## config.mk

```make
export PLATFORM = sky130hd
export DESIGN_NAME = pbe_ctl
export DESIGN_NICKNAME = d
export VERILOG_FILES = /design/src/rtl/pbe_pkg.sv /design/src/rtl/pbe_ctl.sv
export VERILOG_INCLUDE_DIRS = /design/src /design/src/rtl
export SDC_FILE = /design/constraint.sdc
export NUM_CORES = 1
export LEC_CHECK = 0
export BUFFER_PORTS_ARGS = -buffer_cell sky130_fd_sc_hd__buf_2
export CAP_MARGIN = 30
export CORE_ASPECT_RATIO = 2
export CORE_MARGIN = 10
export CORE_UTILIZATION = 40
export DETAILED_ROUTE_END_ITERATION = 8
export PLACE_DENSITY = 0.66
export SYNTH_ARGS = -nofsm -noshare
export SYNTH_HDL_FRONTEND = slang
export SYNTH_SLANG_ARGS = --single-unit
```

## constraint.sdc

```tcl
create_clock -name clock -period 3 [get_ports clock]
set_clock_uncertainty 0.15 [all_clocks]
set_input_delay 0.3 -clock clock [delete_from_list [all_inputs] [get_ports clock]]
set_output_delay 0.3 -clock clock [all_outputs]
set_load 0.05 [all_outputs]
```

## src/rtl/pbe_defs.svh

```systemverilog
// register offsets, field positions, reset values and timing counts of the pci boot/eeprom controller
`ifndef PBE_DEFS_SVH
`define PBE_DEFS_SVH

// register byte offsets
`define PBE_OFS_HOST_CTRL 8'h00
`define PBE_OFS_EV_SRC 8'h04
`define PBE_OFS_EV_EN 8'h08
`define PBE_OFS_RST_SRC 8'h0c
`define PBE_OFS_HOST_STAT 8'h10
`define PBE_OFS_ROM_CTRL 8'h14
`define PBE_OFS_CFG_BASE 8'h40

// host_control_reg bits
`define PBE_HC_WARM_RESET 0
`define PBE_HC_CORE_NOTIFY 1
`define PBE_HC_STALLED 2
// reset_source_reg bits
`define PBE_RS_IRQ_REQUEST 0
`define PBE_RS_IRQ_CLEAR 1
`define PBE_RS_CONFIG_DONE 2
`define PBE_RS_IRQ_ACTIVE 3
// host_status_reg bits
`define PBE_HS_IRQ_MASK 0
`define PBE_HS_CONFIG_ERROR 1
`define PBE_HS_ROM_READ 2
`define PBE_HS_MASK_RESET 1'b0
// rom_control_reg fields
`define PBE_RC_AUTOINIT 0
`define PBE_RC_SIZE_LO 1
`define PBE_RC_READY 4

// event_source_reg / event_enable_reg bit positions
`define PBE_EV_PM 0
`define PBE_EV_TARGET_ABORT 1
`define PBE_EV_MASTER_ABORT 2
`define PBE_EV_HOST_SOFT 3
`define PBE_EV_POWER_RISE 4
`define PBE_EV_POWER_FALL 5
`define PBE_EV_MASTER_DONE 6
`define PBE_EV_CONFIG_DONE 7
`define PBE_EV_CONFIG_ERROR 8
`define PBE_EV_ROM_READY 9
`define PBE_EV_BUS_RESET 10
`define PBE_EV_W 11

// rom size select codes
`define PBE_SZ_NONE 3'h0
`define PBE_SZ_1K 3'h1
`define PBE_SZ_2K 3'h2
`define PBE_SZ_4K 3'h3
`define PBE_SZ_16K 3'h4
// word address widths per size
`define PBE_AW_1K 4'h6
`define PBE_AW_2K 4'h7
`define PBE_AW_4K 4'h8
`define PBE_AW_16K 4'ha

// serial read frame: start bit then opcode 10
`define PBE_READ_HEAD 16'h0006
`define PBE_DATA_BITS 5'h10
`define PBE_IMAGE_WORDS 14
`define PBE_CSUM_WORD 4'hd
`define PBE_CSUM_SEED 16'haaaa
`define PBE_PMC_WORD 4'hc

// serial clock divider
`define PBE_ROM_DIV 2048

`endif

```

## src/rtl/pbe_pkg.sv

```systemverilog
// types of the pci boot/eeprom controller
package pbe_pkg;

   typedef enum logic [2:0] {
      L_IDLE,
      L_WORD,
      L_GAP,
      L_CHECK,
      L_DONE
   } pbe_load_state_t;

   typedef struct packed {
      logic [7:0] addr;
      logic [31:0] wdata;
      logic wr;
      logic rd;
   } pbe_bus_req_t;

   typedef struct packed {
      logic autoinit_select;
      logic [2:0] rom_size_select;
      logic pci_mode;
      logic pci_boot;
   } pbe_straps_t;

   typedef struct packed {
      logic pm;
      logic target_abort;
      logic master_abort;
      logic power_rise;
      logic power_fall;
      logic master_done;
   } pbe_events_t;

   typedef struct packed {
      logic [15:0] vendor_id;
      logic [15:0] device_id;
      logic [15:0] class_lo_rev;
      logic [15:0] class_hi;
      logic [15:0] sub_vendor_id;
      logic [15:0] sub_id;
      logic [15:0] max_lat_min_gnt;
      logic [15:0] pc_d1_d0;
      logic [15:0] pc_d3_d2;
      logic [15:0] pd_d1_d0;
      logic [15:0] pd_d3_d2;
      logic [15:0] data_scale;
      logic [7:0] pm_capability_bits;
   } pbe_cfg_t;

endpackage

```

## src/rtl/pbe_ctl.sv

```systemverilog
// pci port reset, event reporting, boot release and eeprom autoinit loader
//
// Implementation choices: strobed register access and the address map.
`timescale 1ns/1ps
`include "pbe_defs.svh"

module pbe_ctl #(
   parameter int ROM_DIV = `PBE_ROM_DIV,
   parameter logic [15:0] DEF_VENDOR = 16'h1a2b, // arbitrary value
   parameter logic [15:0] DEF_DEVICE = 16'h3c4d  // arbitrary value
) (
   input wire logic clock,
   input wire logic rstn,
   input wire logic pci_bus_reset_pin_n,
   input wire pbe_pkg::pbe_straps_t straps,
   input wire pbe_pkg::pbe_bus_req_t bus_req,
   output logic [31:0] rdata,
   input wire pbe_pkg::pbe_events_t events_in,
   input wire logic aux_dma_halted,
   input wire logic pm_wake,
   input wire logic serial_rom_rx,
   output logic serial_rom_clock,
   output logic serial_rom_select,
   output logic serial_rom_tx,
   output logic core_notify_irq,
   output logic aux_dma_halt_irq,
   output logic pm_wake_irq,
   output logic host_irq_pin_out,
   output logic host_irq_pin_oe,
   output logic warm_reset,
   output logic wake_deep_sleep,
   output logic fifo_reset,
   output logic pci_disconnect,
   output logic master_inhibit,
   output logic pci_read_retry,
   output logic cpu_stall,
   output pbe_pkg::pbe_cfg_t cfg_image
);

   localparam int DW = $clog2(ROM_DIV);
   localparam logic [DW-1:0] HALF_M1 = DW'(ROM_DIV / 2 - 1);
   localparam int SW = 8;

   // ************************************************************
   // reset and pin synchronisers
   // ************************************************************
   logic rst_meta;
   logic rst_n;
   logic [SW-1:0] pin_raw;
   logic [SW-1:0] pin_meta;
   logic [SW-1:0] pin_sync;
   logic pci_bus_reset_pin;
   logic rom_rx;
   pbe_pkg::pbe_straps_t straps_sync;

   always_ff @(posedge clock or negedge rstn) begin
      if (!rstn) begin
         rst_meta <= 1'b0;
         rst_n <= 1'b0;
      end else begin
         rst_meta <= 1'b1;
         rst_n <= rst_meta;
      end
   end

   // no reset here: the bus reset pin must not follow the core reset
   assign pin_raw = {pci_bus_reset_pin_n, straps, serial_rom_rx};

   always_ff @(posedge clock) begin
      pin_meta <= pin_raw;
      pin_sync <= pin_meta;
   end

   assign pci_bus_reset_pin = ~pin_sync[SW-1];
   assign straps_sync = pin_sync[SW-2:1];
   assign rom_rx = pin_sync[0];

   // ************************************************************
   // reset outputs and bus behaviour during reset
   // ************************************************************
   assign fifo_reset = ~rst_n | pci_bus_reset_pin;
   assign pci_disconnect = ~rst_n;
   assign master_inhibit = ~rst_n;

   // ************************************************************
   // boot straps, captured only by the device reset
   // ************************************************************
   logic autoinit_sel;
   logic [2:0] size_sel;
   logic pci_mode;
   logic pci_boot;

   always_ff @(posedge clock) begin
      if (!rst_n) begin
         autoinit_sel <= straps_sync.autoinit_select;
         size_sel <= straps_sync.rom_size_select;
         pci_mode <= straps_sync.pci_mode;
         pci_boot <= straps_sync.pci_boot;
      end
   end

   // ************************************************************
   // register port decode
   // ************************************************************
   logic wr_host_ctrl;
   logic wr_ev_src;
   logic wr_ev_en;
   logic wr_rst_src;
   logic wr_host_stat;

   assign wr_host_ctrl = bus_req.wr && bus_req.addr == `PBE_OFS_HOST_CTRL;
   assign wr_ev_src = bus_req.wr && bus_req.addr == `PBE_OFS_EV_SRC;
   assign wr_ev_en = bus_req.wr && bus_req.addr == `PBE_OFS_EV_EN;
   assign wr_rst_src = bus_req.wr && bus_req.addr == `PBE_OFS_RST_SRC;
   assign wr_host_stat = bus_req.wr && bus_req.addr == `PBE_OFS_HOST_STAT;

   // ************************************************************
   // host control: warm reset and core notify
   // ************************************************************
   logic notify_wr;
   logic released;

   assign notify_wr = wr_host_ctrl && bus_req.wdata[`PBE_HC_CORE_NOTIFY];

   always_ff @(posedge clock or negedge rst_n) begin
      if (!rst_n) begin
         warm_reset <= 1'b0;
         released <= 1'b0;
      end else begin
         warm_reset <= wr_host_ctrl && bus_req.wdata[`PBE_HC_WARM_RESET];
         released <= released | notify_wr;
      end
   end

   // warm reset does not touch the strap capture above
   assign wake_deep_sleep = warm_reset;
   assign cpu_stall = pci_boot & ~released;

   // ************************************************************
   // eeprom autoinit loader
   // ************************************************************
   pbe_pkg::pbe_load_state_t lstate;
   logic [DW-1:0] div_cnt;
   logic sclk;
   logic [4:0] bit_k;
   logic [3:0] word_idx;
   logic [15:0] shreg;
   logic [15:0] csum;
   logic csum_ok;
   logic cfg_done;
   logic cfg_err;
   logic rom_read;
   logic done_pulse;
   logic err_pulse;
   logic [3:0] aw;
   logic [4:0] nout;
   logic [15:0] cmd_word;
   logic [4:0] tx_idx;
   logic [15:0] rx_word;
   logic busy;
   logic tick;
   logic fall;
   logic size_ok;
   logic autoinit_en;
   logic word_end;
   logic word_we;
   logic load_defaults;

   assign size_ok = size_sel == `PBE_SZ_1K || size_sel == `PBE_SZ_2K || size_sel == `PBE_SZ_4K ||
                    size_sel == `PBE_SZ_16K;
   assign autoinit_en = autoinit_sel && size_ok && pci_mode;
   assign aw = (size_sel == `PBE_SZ_1K) ? `PBE_AW_1K :
               (size_sel == `PBE_SZ_2K) ? `PBE_AW_2K :
               (size_sel == `PBE_SZ_4K) ? `PBE_AW_4K : `PBE_AW_16K;
   assign nout = 5'(aw) + 5'd3;
   // word address only: part organised as 16-bit words
   assign cmd_word = (`PBE_READ_HEAD << aw) | {12'h000, word_idx};
   assign tx_idx = 5'(nout - 5'd2 - bit_k);
   assign rx_word = {shreg[14:0], rom_rx};

   assign busy = lstate == pbe_pkg::L_WORD || lstate == pbe_pkg::L_GAP;
   assign tick = busy && div_cnt == HALF_M1;
   assign fall = tick && sclk;
   assign word_end = lstate == pbe_pkg::L_WORD && fall && bit_k == 5'(nout + `PBE_DATA_BITS - 5'd1);
   assign word_we = word_end && word_idx < `PBE_CSUM_WORD;
   assign load_defaults = (lstate == pbe_pkg::L_IDLE && rst_n && !autoinit_en) ||
                          (lstate == pbe_pkg::L_CHECK && !csum_ok);

   always_ff @(posedge clock) begin
      if (pci_bus_reset_pin) begin
         lstate <= pbe_pkg::L_IDLE;
         div_cnt <= '0;
         sclk <= 1'b0;
         serial_rom_select <= 1'b0;
         serial_rom_tx <= 1'b0;
         bit_k <= 5'h00;
         word_idx <= 4'h0;
         shreg <= 16'h0000;
         csum <= `PBE_CSUM_SEED;
         csum_ok <= 1'b0;
         cfg_done <= 1'b0;
         cfg_err <= 1'b0;
         rom_read <= 1'b0;
         done_pulse <= 1'b0;
         err_pulse <= 1'b0;
      end else begin
         done_pulse <= 1'b0;
         err_pulse <= 1'b0;
         div_cnt <= (busy && div_cnt != HALF_M1) ? div_cnt + 1'b1 : '0;
         case (lstate)
            pbe_pkg::L_IDLE: begin
               if (rst_n && autoinit_en) begin
                  lstate <= pbe_pkg::L_WORD;
                  serial_rom_select <= 1'b1;
                  serial_rom_tx <= 1'b1;
                  rom_read <= 1'b1;
               end else if (rst_n) begin
                  lstate <= pbe_pkg::L_DONE;
                  cfg_done <= 1'b1;
                  done_pulse <= 1'b1;
               end
            end
            pbe_pkg::L_WORD: begin
               if (tick) begin
                  sclk <= ~sclk;
               end
               if (fall) begin
                  bit_k <= bit_k + 5'd1;
                  serial_rom_tx <= (bit_k + 5'd1 < nout) ? cmd_word[tx_idx[3:0]] : 1'b0;
                  if (bit_k >= nout) begin
                     shreg <= rx_word;
                  end
               end
               if (word_end) begin
                  serial_rom_select <= 1'b0;
                  lstate <= pbe_pkg::L_GAP;
                  if (word_idx < `PBE_CSUM_WORD) begin
                     csum <= csum ^ rx_word;
                  end else begin
                     csum_ok <= csum == rx_word;
                  end
               end
            end
            pbe_pkg::L_GAP: begin
               if (tick) begin
                  bit_k <= 5'h00;
                  if (word_idx == `PBE_CSUM_WORD) begin
                     lstate <= pbe_pkg::L_CHECK;
                  end else begin
                     word_idx <= word_idx + 4'h1;
                     lstate <= pbe_pkg::L_WORD;
                     serial_rom_select <= 1'b1;
                     serial_rom_tx <= 1'b1;
                  end
               end
            end
            pbe_pkg::L_CHECK: begin
               lstate <= pbe_pkg::L_DONE;
               cfg_done <= 1'b1;
               done_pulse <= 1'b1;
               cfg_err <= ~csum_ok;
               err_pulse <= ~csum_ok;
            end
            default: begin
               lstate <= pbe_pkg::L_DONE;
            end
         endcase
      end
   end

   assign serial_rom_clock = sclk;
   assign pci_read_retry = ~cfg_done;

   // ************************************************************
   // configuration words, one per image entry before the checksum word
   // ************************************************************
   logic [15:0] cfg_word [0:`PBE_CSUM_WORD-1];

   genvar gi;
   generate
      for (gi = 0; gi < `PBE_CSUM_WORD; gi++) begin : g_cfg
         localparam logic [15:0] DEF = (gi == 0) ? DEF_VENDOR : (gi == 1) ? DEF_DEVICE : 16'h0000;
         localparam logic [3:0] IDX = 4'(gi);
         logic [15:0] load_val;
         // upper byte of the capability word is forced to zero
         assign load_val = (IDX == `PBE_PMC_WORD) ? {8'h00, rx_word[7:0]} : rx_word;
         always_ff @(posedge clock) begin
            if (pci_bus_reset_pin || load_defaults) begin
               cfg_word[gi] <= DEF;
            end else if (word_we && word_idx == IDX) begin
               cfg_word[gi] <= load_val;
            end
         end
      end
   endgenerate

   assign cfg_image.vendor_id = cfg_word[0];
   assign cfg_image.device_id = cfg_word[1];
   assign cfg_image.class_lo_rev = cfg_word[2];
   assign cfg_image.class_hi = cfg_word[3];
   assign cfg_image.sub_vendor_id = cfg_word[4];
   assign cfg_image.sub_id = cfg_word[5];
   assign cfg_image.max_lat_min_gnt = cfg_word[6];
   assign cfg_image.pc_d1_d0 = cfg_word[7];
   assign cfg_image.pc_d3_d2 = cfg_word[8];
   assign cfg_image.pd_d1_d0 = cfg_word[9];
   assign cfg_image.pd_d3_d2 = cfg_word[10];
   assign cfg_image.data_scale = cfg_word[11];
   assign cfg_image.pm_capability_bits = cfg_word[12][7:0];

   // ************************************************************
   // event source / enable and core interrupts
   // ************************************************************
   logic [`PBE_EV_W-1:0] event_src;
   logic [`PBE_EV_W-1:0] event_en;
   logic [`PBE_EV_W-1:0] ev_set;
   logic [`PBE_EV_W-1:0] ev_clr;
   logic pci_bus_reset_pin_q;
   logic dma_q;
   logic wake_q;

   assign ev_set[`PBE_EV_PM] = events_in.pm;
   assign ev_set[`PBE_EV_TARGET_ABORT] = events_in.target_abort;
   assign ev_set[`PBE_EV_MASTER_ABORT] = events_in.master_abort;
   assign ev_set[`PBE_EV_HOST_SOFT] = notify_wr;
   assign ev_set[`PBE_EV_POWER_RISE] = events_in.power_rise;
   assign ev_set[`PBE_EV_POWER_FALL] = events_in.power_fall;
   assign ev_set[`PBE_EV_MASTER_DONE] = events_in.master_done;
   assign ev_set[`PBE_EV_CONFIG_DONE] = done_pulse;
   assign ev_set[`PBE_EV_CONFIG_ERROR] = err_pulse;
   assign ev_set[`PBE_EV_ROM_READY] = done_pulse;
   assign ev_set[`PBE_EV_BUS_RESET] = pci_bus_reset_pin & ~pci_bus_reset_pin_q;
   assign ev_clr = wr_ev_src ? bus_req.wdata[`PBE_EV_W-1:0] : '0;

   always_ff @(posedge clock or negedge rst_n) begin
      if (!rst_n) begin
         event_src <= '0;
         event_en <= '0;
         pci_bus_reset_pin_q <= 1'b0;
         dma_q <= 1'b0;
         wake_q <= 1'b0;
         aux_dma_halt_irq <= 1'b0;
         pm_wake_irq <= 1'b0;
      end else begin
         // a set in the clearing cycle wins
         event_src <= (event_src & ~ev_clr) | ev_set;
         event_en <= wr_ev_en ? bus_req.wdata[`PBE_EV_W-1:0] : event_en;
         pci_bus_reset_pin_q <= pci_bus_reset_pin;
         dma_q <= aux_dma_halted;
         wake_q <= pm_wake;
         aux_dma_halt_irq <= aux_dma_halted & ~dma_q;
         pm_wake_irq <= pm_wake & ~wake_q;
      end
   end

   // level: stays up while any enabled source is pending
   assign core_notify_irq = |(event_src & event_en);

   // ************************************************************
   // host interrupt pin
   // ************************************************************
   logic irq_active;
   logic irq_mask;

   always_ff @(posedge clock or negedge rst_n) begin
      if (!rst_n) begin
         irq_active <= 1'b0;
         irq_mask <= `PBE_HS_MASK_RESET;
      end else begin
         irq_active <= (irq_active & ~(wr_rst_src & bus_req.wdata[`PBE_RS_IRQ_CLEAR])) |
                       (wr_rst_src & bus_req.wdata[`PBE_RS_IRQ_REQUEST]);
         irq_mask <= wr_host_stat ? bus_req.wdata[`PBE_HS_IRQ_MASK] : irq_mask;
      end
   end

   // open drain, active low: drive low only while enabled
   assign host_irq_pin_out = 1'b0;
   assign host_irq_pin_oe = irq_active & ~irq_mask;

   // ************************************************************
   // read path
   // ************************************************************
   logic [31:0] rd_mux;
   logic [31:0] host_ctrl_val;
   logic [31:0] rst_src_val;
   logic [31:0] host_stat_val;
   logic [31:0] rom_ctrl_val;
   logic cfg_hit;
   logic [3:0] cfg_sel;

   assign host_ctrl_val = {29'h0, cpu_stall, 2'b00};
   assign rst_src_val = {28'h0, irq_active, cfg_done, 2'b00};
   assign host_stat_val = {29'h0, rom_read, cfg_err, irq_mask};
   assign rom_ctrl_val = {27'h0, cfg_done, size_sel, autoinit_sel};
   assign cfg_sel = bus_req.addr[5:2];
   assign cfg_hit = bus_req.addr[7:6] == 2'b01 && bus_req.addr[1:0] == 2'b00 && cfg_sel < `PBE_CSUM_WORD;
   assign rd_mux = (bus_req.addr == `PBE_OFS_HOST_CTRL) ? host_ctrl_val :
                   (bus_req.addr == `PBE_OFS_EV_SRC) ? {21'h0, event_src} :
                   (bus_req.addr == `PBE_OFS_EV_EN) ? {21'h0, event_en} :
                   (bus_req.addr == `PBE_OFS_RST_SRC) ? rst_src_val :
                   (bus_req.addr == `PBE_OFS_HOST_STAT) ? host_stat_val :
                   (bus_req.addr == `PBE_OFS_ROM_CTRL) ? rom_ctrl_val :
                   cfg_hit ? {16'h0, cfg_word[cfg_sel]} : 32'h0000_0000;

   always_ff @(posedge clock or negedge rst_n) begin
      if (!rst_n) begin
         rdata <= 32'h0000_0000;
      end else begin
         rdata <= bus_req.rd ? rd_mux : 32'h0000_0000;
      end
   end

endmodule

```

# Word-level counts from Yosys, hierarchy flattened
# Memories as Yosys holds them, arrays and structs flattened.
# Index checks and enable logic that the tools add are counted.
# totals
reg_bits,134
ram_bits,208
input_bits,60
out_inout_bits,247
word_cells,285
n_memories,1
# memory_table
memory,words,word_bits,read_ports,rd_ports_with_merged_regs,wr,line_no,text
cfg_word,13,16,14,0,13,pbe_ctl.sv:277,logic [15:0] cfg_word [0:`PBE_CSUM_WORD-1];
# classes
add_sub_neg,8
n_lt_le_gt_ge,5
n_eq_ne,38
shifts,1
mux,91
bitwise,43
n_reduce_logical,63
# ops
op,n
two-way mux 16 bit,21
two-way mux 1 bit,52
logical AND 1 bit,34
== test 4 bit (second input constant),6
bitwise AND 11 bit,2
AND reduction 3 bit,7
== test 16 bit,1
== test 4 x 3 -> 1 bit (second input constant),4
== test 8 x 4 -> 1 bit (second input constant),2
== test 8 x 5 -> 1 bit (second input constant),2
bitwise OR 1 bit,16
bitwise OR 16 x 4 -> 16 bit,1
left shift 3 x 4 -> 16 bit (first input constant),1
bitwise XOR 16 bit,1
inverter 1 bit,13
== test 3 x 2 -> 1 bit (second input constant),4
two-way mux 3 bit,4
inequality test 2 bit (second input constant),6
adder 11 x 1 -> 11 bit (second input constant),1
== test 11 x 10 -> 1 bit (second input constant),1
two-way mux 11 bit,1
inequality test 11 x 10 -> 1 bit (second input constant),1
inverter 11 bit,1
bitwise OR 11 bit,1
other kinds (40),66

# Depth between registers and ports, before layout
# Gate-level depths: netlist of the first run.
# depth
ltp_word,15
depth_mapped,14
mapped_depth_nobuf,13

# Worst setup path after synthesis of the first run
# OpenSTA, ideal clock, no wires.
# synth_path
path_type,register to register
startpoint,register rst_n
endpoint,memory cfg_word[4][0] (enable)
setup_time_ns,0.367
arrival_time_ns,3.009
t_required_ns,2.483
slack_ns,-0.526
path_stages_with_launch,5
n_path_buf,1
period_less_slack_ns,3.526
cell_sequence,dfrtp_1 or4b_2 o211ai_4 clkbuf_1 a21o_1
# synth_rtl
element,line_no,text
"start, declared",pbe_ctl.sv:48,logic rst_n;
"start signal, assigned",pbe_ctl.sv:62,rst_n <= rst_meta;
"end, declared",pbe_ctl.sv:277,

==> results.md, run 1 <==
* Status: finished, violations left
* Failing checks: negative setup slack
* Ys flop type: edfxtp_1
* Area of the multi-input gates at just under 6000 µm²
* Final Power at 10770 µW
* FFs w/ async S/R, synth at between 10% and 20%
* Die height at 296.1 µm
* Worst Path Arrival at 3.15 ns
* Sequential share of the synthesized area at 59.00%
* Synth Warn # at 0
* Core Area at 37790 µm²
* Largest net degree at the start of global routing at 48
* I/O pins at 307
* Vias/cell at between 5 and 6
* Share of cells above drive strength 1 at around a third
* Routed length per placed instance at 26.00 µm
* Storage cell area at 8997 µm²
* Post-route DRC at 0
* Tcrit/Tclk final at 100.5%
* Clock root cell: clkbuf_16
* Met1 usage at 23.27%
* CTS Buffer Depth at 3
* # port buffers at between 200 and 300
* Final WS setup at -0.01585 ns
* DR pass1 iterations at 5
* CP max FO at 6
* Tot GR Track Use at 22.66%
* Syn_area_per_cell at ~12 µm²
* Ant. Diodes at 0
* Cell area after synthesis at 15240 µm²
* GRT Max-Usage Layer: met2
* Setup violations, final at 11
* Leakage at 0.007745 µW
* Hold slack final at about 0.17 ns
* Clock sink count at 334
* Number of global-route vias before repair at between 10000 and 15000
* Via count at 11872
* Worst vdd ir at 0.4220 mV
* Placer Congestion at 0.9053
* Post-DP HPWL at around 40 mm
* Worst-path clk slew at around 0.070 ns
* Distinct cell type count after synthesis at 67
* Highest Clock Rate at 0.3316 GHz
* First-pass GRT wire length at 78.78 mm
* CTS tree: yes
* Cells after synthesis at 1273
* Crit path required time at 3.14 ns
* First-iteration detailed-routing DRC count at roughly 1100
* Placed Area at 17600 µm²
* Clock latency on the worst-skew pair at 0.58 ns
* Initial antenna violation count at 0
* Num rows at 101
* Slew @ Worst Pin at 0.7074 ns
* H-tree levels at 1
* Grt met3 use at between 4 and 5%
* Post-Route WL at 54.63 mm
* Synth Register Bits at between 300 and 400
* CP Class: flip-flop to flip-flop
* Met2 usage at 42.46%
* Max-cap viol count at 0
* Area grow syn2layout at 27.29%
* TritonCTS Buffers at 30
* Final nets at 1693
* RSZ-0062 raised after global routing: true
* Routed Antenna Nets at 0
* Hold crit path type: primary input to flip-flop
* Max Slew Vio Count at 0
* Initial Util at 40.34%
* GRT overflow at 0
* Tmin final at 3.016 ns
* Die width at between 150 and 200 µm
* Worst slew margin at 52.70%
* Die ar. at 46790 µm²
* Crit path launch type: flip-flop
* Post-synth EDFFs at 206
* Pwr dens at 555.1 nW/µm²
* CP Capture Type: flip-flop
* Final Hold Fails at 0
* Final Cell Area at 19400 µm²
* FILL cells at roughly 3300
-- stage by stage --
step | TNS, ns | std cells | util [%] | setup slack (ns)
floorplan | 0 | 1291 | - | 0.02763
CTS | -4.471 | 2098 | 51.02 | -0.07928
finish | -0.08880 | 2101 | 51.35 | -0.01585
global placement | -10.37 | 1991 | 46.57 | -0.1669
detailed placement | -19.79 | 1991 | 46.57 | -0.1924
global route | -10.25 | 2101 | 51.35 | -0.1277
-- power breakdown --
part           switching [µW]  total, µW  internal [µW]
clock network            1780       3740           1960
logic                    1230       1770            545
registers                 161       5260           5100
total                    3170      10800           7600
-- state kept, by name (all words and copies together) (netlist names), 3 cells and up --
signal / count
cfg_word: 200
csum: 16
rdata: 16
shreg: 15
div_cnt: 11
event_en: 11
event_src: 11
pin_meta: 8
pin_sync: 8
bit_k: 5
word_idx: 4
lstate: 3
size_sel: 3
-- per-layer routing --
| metal | wire (µm) | up-vias |
|---|---|---|
| li1 | - | 5181 |
| met1 | 17740 | 5911 |
| met2 | 29770 | 638 |
| met3 | 4365 | 142 |
| met4 | 2749 | 0 |
| met5 | 0 | - |
-- worst paths after layout --
| path | startpoint | endpoint | slack [ns] | depth (start not counted) |
|---|---|---|---|---|
| setup / recovery | size_sel[2] | cfg_word[2][10] | -0.02 | 14 |
| hold / removal | bus_req[40] | rdata[2] | 0.17 | 4 |
| setup reg to reg | size_sel[2] | cfg_word[2][10] | -0.02 | 14 |
| hold reg to reg | pin_meta[5] | pin_sync[5] | 0.18 | 0 |
| max in group asynchronous | rst_n | pm_wake_irq | 1.70 | 2 |
| min in group asynchronous | rstn | rst_n | 0.51 | 3 |
-- Yosys cell counts (9+ instances only) --
cell type  count  area share, %
nand4_1        9           0.37
edfxtp_1     206             41
dfxtp_1       79             10
and3_1        41            1.7
mux4_2        54            8.0
nor3_1        17           0.56
mux2i_1       29            1.9
and2_1         9           0.37
clkbuf_1      64            1.6
a211oi_1      11           0.54
nor2_1       208            5.1
a22oi_1       10           0.49
o21ai_0       19           0.62
nor2b_1       18           0.74
a21o_1        22            1.1
a21oi_1       16           0.53
inv_1         28           0.69
xor2_1        28            1.6
nand3_1       32            1.1
buf_4         19           0.94
o22ai_1        9           0.37
or3_1         20           0.82
buf_2         22           0.72
ha_1          18            1.5
nand2_1      118            2.9
mux2_2        12           0.89
xnor2_1       24            1.4
dfrtp_1       49            8.0
-- critical path, cell delays in order, from the launching register on --
cell      delay (ns)
edfxtp_1        0.41
inv_2           0.09
nand2_2         0.05
or2_4           0.24
inv_4           0.08
ha_4            0.22
xnor2_4         0.13
nor3_4          0.16
buf_4           0.14
and4b_2         0.27
nor3b_2         0.17
buf_4           0.17
a21o_4          0.15
buf_12          0.12
buf_12          0.14
-- cell type report --
type                       instances  share of cell area (%)
clock buffer                      35                   4.230
clock inverter                    21                  0.6190
inverter                          29                  0.5739
multi-input combinational        815                   30.07
sequential                       334                   46.37
tap                              463                   2.986
timing repair buffer             404                   15.15
-- kinds of logic after synthesis --
| family | count (synthesis) | share of synthesized area, % |
|---|---|---|
| AND/OR/NAND/NOR | 511 | 15.67 |
| flip-flops | 334 | 59.00 |
| buffers and inverters | 142 | 4.342 |
| AO/OA/AOI/OAI | 116 | 5.360 |
| multiplexers | 95 | 10.77 |
| XOR/XNOR | 53 | 3.136 |
| adder cells (fa/ha/maj) | 20 | 1.674 |
| other | 2 | 0.04927 |
-- placed cells by master, fill, tap and decap left out, drive strengths merged, types with 10 or more instances in the layout --
master	Yosys	final
buf	49	365
nor2	209	209
edfxtp	206	206
nand2	118	118
dfxtp	79	79
mux4	54	54
dfrtp	49	49
and3	41	41
dlygate4sd3	0	37
clkbuf	64	36
nand3	32	32
inv	28	30
mux2i	29	29
xor2	28	28
xnor2	24	24
a21o	22	22
conb	2	20
o21ai	20	20
or3	20	20
nor3	19	19
nor2b	18	18
ha	18	18
a21oi	17	17
clkinv	1	13
mux2	12	12
a211oi	11	11
a22oi	10	10
-- timing repair --
item,in CTS,in global routing
hold endpoints to repair,41,0
setup endpoints to repair,323,351
setup buffers,9,3
pin swaps,5,6
resized for setup,28,24
hold buffers,37,0
gates cloned,6,1
No activity file was read; power rests on OpenSTA's default activity.
==> run 2: changes to the inputs <==
CORE_UTILIZATION = 55   (was 40)
PLACE_DENSITY = 0.85   (was 0.66)
==> results.md, run 2 (synthesis gave the netlist of run 1 again) <==
* Worst path most repeated cell: or3_4
* Vias/cell at 6.189 (+9.5%)
* Tmin final at 3.025 ns (+0.008791 ns)
* Worst slew margin at 44.00% (-8.7 points)
* DR pass1 iterations at 5 (unchanged)
* First-pass GRT wire length at 77.58 mm (-1.5%)
* Max reg flops at 200 (unchanged)
* Hold path start: pin_meta[2]
* Final nets at 1682 (-0.65%)
* GRT Max-Usage Layer: met2
* Crit path required time at 3.16 ns (+0.02 ns)
* Sw Ratio at 29.08% (-0.32 points)
* First-iteration detailed-routing DRC count at 1334 (+26%)
* Die width at 137.7 µm (-13%)
* Status: finished, violations left
* Slew @ Worst Pin at 0.8400 ns (+0.1327 ns)
* I/O pins at 307 (unchanged)
* Post-DP HPWL at 38.59 mm (-4.2%)
* Worst Path Arrival at 3.19 ns (+0.04 ns)
* Via count at 12241 (+3.1%)
* CP max FO at 14 (+8)
* CTS tree: yes
* Die height at 255.4 µm (-14%)
* CTS Buffer Depth at 3 (unchanged)
* GRT overflow at 0 (unchanged)
* Number of global-route vias before repair at 12750 (+5.9%)
* Largest net degree at the start of global routing at 51 (+6.3%)
* Initial Util at 55.55% (+15 points)
* CP Capture Type: flip-flop
* Routed length per placed instance at 26.87 µm (+3.3%)
* Pint at 7523 µW (-1.1%)
* Setup violations, final at 3 (-8)
* Max-cap viol count at 0 (unchanged)
* Leakage at 0.007616 µW (-1.7%)
* Area grow syn2layout at 23.85%
* Clock sink count at 334 (unchanged)
* Post-route setup TNS at -0.04106 ns (+0.04774 ns)
* WP buf/inv at 4 (-2)
* Clock latency on the worst-skew pair at 0.56 ns (-0.02 ns)
* FF-to-FF Start: size_sel[2]
* H-tree levels at 1 (unchanged)
* CP Class: flip-flop to flip-flop
* Reg power frac at 49.6% (+0.8 points)
* Initial antenna violation count at 1 (+1)
* Dpl ws at -0.1273 ns (+0.06517 ns)
* Final WS setup at -0.02464 ns (-0.008791 ns)
* Met2 usage at 51.28% (+8.8 points)
* Final Hold Fails at 0 (unchanged)
* Grt met3 use at 6.014% (+1.7 points)
* Clock root cell: clkbuf_16
* Worst vdd ir at 0.4088 mV (-3.1%)
* # port buffers at 268 (unchanged)
* TritonCTS Buffers at 28 (-6.7%)
* Pwr dens at 561.9 nW/µm² (+1.2%)
* Worst path max stage delay at 0.40 ns (about the same)
* Num rows at 86 (-15%)
* CP Launch Point: size_sel[2]
* Highest Clock Rate at 0.3306 GHz (-0.29%)
* Hold slack final at 0.1788 ns (+0.01117 ns)
* Core Area at 27440 µm² (-27%)
* Commonest cells after routing, fill and taps aside: buf_2 (267), edfxtp_1 (206), nor2_1 (201)
* Combinational Power Share at 15.8% (-0.6 points)
* Post-Route WL at 53.15 mm (-2.7%)
* Placer Congestion at 0.9644 (+6.5%)
* Post-route DRC at 0 (unchanged)
* Largest register by flop count: cfg_word
* Critical path's slowest cell: edfxtp_1
* Cells along the critical path: inv_2, nand2_2, or2_4, inv_4, ha_4, xnor2_2, nor3_2, buf_4, and4_4, nand2b_4, or3_4, buf_12, or3_4
* Met1 usage at 29.84% (+6.6 points)
* Hold crit path type: flip-flop to flip-flop
* Largest regs: cfg_word x200, csum x16, rdata x16
* Crit path launch type: flip-flop
* Psw at 3085 µW (-2.6%)
* RSZ-0062 raised after global routing: true
* Tcrit/Tclk final at 100.8% (+0.29 points)
* Commonest non-fill, non-tap cell in the layout: buf_2
* Share of cells above drive strength 1 at 31.32% (-1.1 points)
* Routed Antenna Nets at 0 (unchanged)
* Worst-path clk slew at 0.08 ns (about the same)
* Tot GR Track Use at 29.33% (+6.7 points)
* Die ar. at 35180 µm² (-25%)
* Failing checks: negative setup slack
* Clock Power Share at 34.6% (about the same)
* Max Slew Vio Count at 0 (unchanged)
* CP delay by family, top: simple AND/OR/NAND/NOR gates
[run 2: changes by cell type in the layout (fill, tap and decap cells not counted), sizes merged, moves of 3 or more]
cell      previous run  this run
buf                365       356
clkinv              13         7
clkinvlp             7         2
inv                 30        34
clkbuf              36        39
[run 2: routing by layer]
metal / up-vias / part of all wire, %
met3: 276 / 9.9
met2: 880 / 53
li1: 5147 / -
met1: 5938 / 30
met5: - / 0
met4: 0 / 7.8
[run 2: timing repair]
item | 4_1_cts | 5_1_grt
hold endpoints to repair | 41 | 0
hold buffers | 37 | 0
resized for setup | 7 | 20
gates cloned | 0 | 2
pin swaps | 0 | 0
endpoints found under the setup margin | 116 | 359
buffers inserted | 0 | 5
[run 2: through the flow]
stage	util (%)	cells	total power [µW]	area, µm²
after floorplan	-	1291	6403	15330
after global placement	63.47	1881	6942	17420
after detailed placement	63.47	1881	6967	17420
after CTS	68.21	1970	10590	18720
after global routing	68.80	1977	10860	18880
final	68.81	1978	10610	18880
[run 2: path summary, 6_finish.rpt]
path | endpoint | depth (start not counted) | slack (ns)
worst max-delay path | cfg_word[1][3] | 13 | -0.02
worst min-delay path | pin_sync[2] | 0 | 0.18
worst max register to register | cfg_word[1][3] | 13 | -0.02
worst min register to register | pin_sync[2] | 0 | 0.18
max in group asynchronous | rdata[7] | 1 | 1.80
min in group asynchronous | pci_bus_reset_pin_q | 1 | 0.40
[run 2: final cells by class]
type                       instances  area, µm²
timing repair buffer             395       2676
clock buffer                      37      780.7
antenna                            1      2.502
sequential                       334       8997
clock inverter                    15      122.6
multi-input combinational        815       5748
fill                            1884       8559
tap                              352      440.4
inverter                          29      111.4
[run 2: power groups by stage]
stage / Combinational [µW] / Clock, µW / Sequential (µW)
after floorplan: 518 / 0 / 5880
after global placement: 1600 / 0 / 5340
after detailed placement: 1620 / 0 / 5350
after CTS: 1660 / 3680 / 5250
after global routing: 1730 / 3860 / 5270
final: 1680 / 3670 / 5260
==> run 3: changes to the inputs <==
CORE_UTILIZATION = 57   (was 55)
CTS_BUF_LIST = sky130_fd_sc_hd__clkbuf_4 sky130_fd_sc_hd__clkbuf_8   (was not set)
PLACE_DENSITY = 0.87   (was 0.85)
==> results.md, run 3 (synthesis gave the netlist of run 1 again) <==
* Die height at 251.3 µm (-1.6%)
* Worst vdd ir at 0.3412 mV (-17%)
* Worst path max stage delay at 0.41 ns (about the same)
* Area grow syn2layout at 31.26%
* Max-cap viol count at 0 (unchanged)
* Leakage at 0.007993 µW (+5.0%)
* Routed length per placed instance at 29.89 µm (+11%)
* H-tree levels at 2 (+1)
* Max Slew Vio Count at 0 (unchanged)
* CP Capture Type: flip-flop
* Clock latency on the worst-skew pair at 0.61 ns (+0.05 ns)
* CTS Buffer Depth at 3 (unchanged)
* Cells along the critical path: inv_2, nand2_2, or2_4, inv_4, ha_4, xnor2_2, nor3_2, and4_4, buf_4, buf_6, nor2b_4, nand3b_1, buf_6, clkbuf_16, nor2_1
* Hold slack final at 0.1685 ns (-0.01032 ns)
* CP max FO at 6 (-8)
* CP delay by family, top: simple AND/OR/NAND/NOR gates
* Commonest cells after routing, fill and taps aside: buf_2 (267), edfxtp_1 (206), nor2_1 (123)
* Largest regs: cfg_word x200, csum x16, rdata x16
* FILL cells at 1511 (-20%)
* CTS tree: yes
* Placer Congestion at 0.9424 (-2.3%)
* Final Power at 11140 µW (+5.0%)
* # port buffers at 268 (unchanged)
* Die width at 135.6 µm (-1.5%)
* Num rows at 84 (-2.3%)
* Clock sink count at 334 (unchanged)
* Worst slew margin at 40.86% (-3.1 points)
* Max reg flops at 200 (unchanged)
* Worst path most repeated cell: buf_6
* Worst-path clk slew at 0.07 ns (about the same)
* Setup violations, final at 139 (+136)
* Initial antenna violation count at 2 (+1)
* Worst Path Arrival at 3.42 ns (+0.23 ns)
* Failing checks: negative setup slack
* Tcrit/Tclk final at 104.9% (+4.1 points)
* Tot GR Track Use at 31.97% (+2.6 points)
* Non-Filler Instances at 2028 (+2.5%)
* Final WS setup at -0.1483 ns (-0.1237 ns)
* Post-DP HPWL at 37.83 mm (-2.0%)
* WP buf/inv at 6 (+2)
* Die ar. at 34080 µm² (-3.1%)
* Post-Route WL at 60.62 mm (+14%)
* Final nets at 1725 (+2.6%)
* Number of global-route vias before repair at 13157 (+3.2%)
* Highest Clock Rate at 0.3176 GHz (-3.9%)
* Via count at 13291 (+8.6%)
* GRT overflow at 0 (unchanged)
* Hold crit path type: flip-flop to flip-flop
* Commonest non-fill, non-tap cell in the layout: buf_2
* Core Area at 26380 µm² (-3.9%)
* Final Hold Fails at 0 (unchanged)
* CP Class: flip-flop to flip-flop
* Crit path launch type: flip-flop
* Post-route DRC at 0 (unchanged)
* Clock root cell: clkbuf_8
* Status: finished, violations left
* DR pass1 iterations at 6 (+1)
* Tmin final at 3.148 ns (+0.1237 ns)
* Routed Antenna Nets at 0 (unchanged)
* Vias/cell at 6.554 (+5.9%)
* RSZ-0062 raised after global routing: true
* First-pass GRT wire length at 81.63 mm (+5.2%)
* Slew @ Worst Pin at 0.8845 ns (+0.04445 ns)
* Initial Util at 57.78% (+2.2 points)
* Ant. Diodes at 0 (-1)
* TritonCTS Buffers at 47 (+68%)
* Share of cells above drive strength 1 at 38.90% (+7.6 points)
* Critical path's slowest cell: edfxtp_1
* Largest net degree at the start of global routing at 51 (unchanged)
* Placed cells at 1871 (-0.53%)
* Pwr dens at 556.7 nW/µm² (-0.92%)
* First-iteration detailed-routing DRC count at 1999 (+50%)
* Crit path required time at 3.27 ns (+0.11 ns)
* Largest register by flop count: cfg_word
* I/O pins at 307 (unchanged)
run 3: final cells by class:
class	instances	area (µm²)	area share (%)
clock buffers	65	838.3	4.190
clock inverters	22	229.0	1.144
inverters	29	111.4	0.5566
multi-input cells	815	6261	31.29
flip-flops and latches	334	8997	44.97
well taps	344	430.4	2.151
repair buffers	419	3141	15.70
run 3: routing by layer:
layer / GRT usage [%] / wire [µm] / up-vias
met5: 0 / 27 / -
met4: 23.83 / 6058 / 4
met3: 7.611 / 7387 / 418
met2: 55.20 / 30140 / 1278
met1: 32.35 / 17010 / 6337
li1: - / - / 5254
run 3: path summary, 6_finish.rpt:
kind	slack, ns	from	endpoint	cells after the start
setup / recovery	-0.15	size_sel[2]	cfg_word[9][7]	15
hold / removal	0.17	pin_meta[6]	pin_sync[6]	0
setup reg to reg	-0.15	size_sel[2]	cfg_word[9][7]	15
hold reg to reg	0.17	pin_meta[6]	pin_sync[6]	0
max in group asynchronous	1.81	rst_n	irq_active	1
min in group asynchronous	0.38	rst_n	event_src[10]	1
run 3: stage by stage:
stage / area [µm²] / worst slack [ns] / utilization (%) / setup TNS [ns]
2_1_floorplan: 15330 / 0.02763 / - / 0
3_3_place_gp: 17390 / -0.1403 / 65.92 / -6.244
3_5_place_dp: 17390 / -0.2475 / 65.92 / -26.38
4_1_cts: 19280 / -0.1425 / 73.07 / -2.186
5_1_grt: 20010 / -0.1818 / 75.84 / -14.87
6_report: 20010 / -0.1483 / 75.84 / -5.994
run 3: timing repair:
action | in CTS | in global routing
hold buffers | 38 | 0
resized for setup | 62 | 133
endpoints found under the hold margin | 41 | 0
pin swaps | 5 | 8
cloned | 6 | 11
buffers inserted | 13 | 6
setup endpoints to repair | 232 | 390
run 3: power by group:
group          leakage, µW  internal (µW)  total [µW]  switching, µW
Combinational      0.00401            505        1750           1240
Clock             0.000561           2250        4120           1880
Sequential         0.00342           5100        5270            171
Total              0.00799           7850       11100           3290
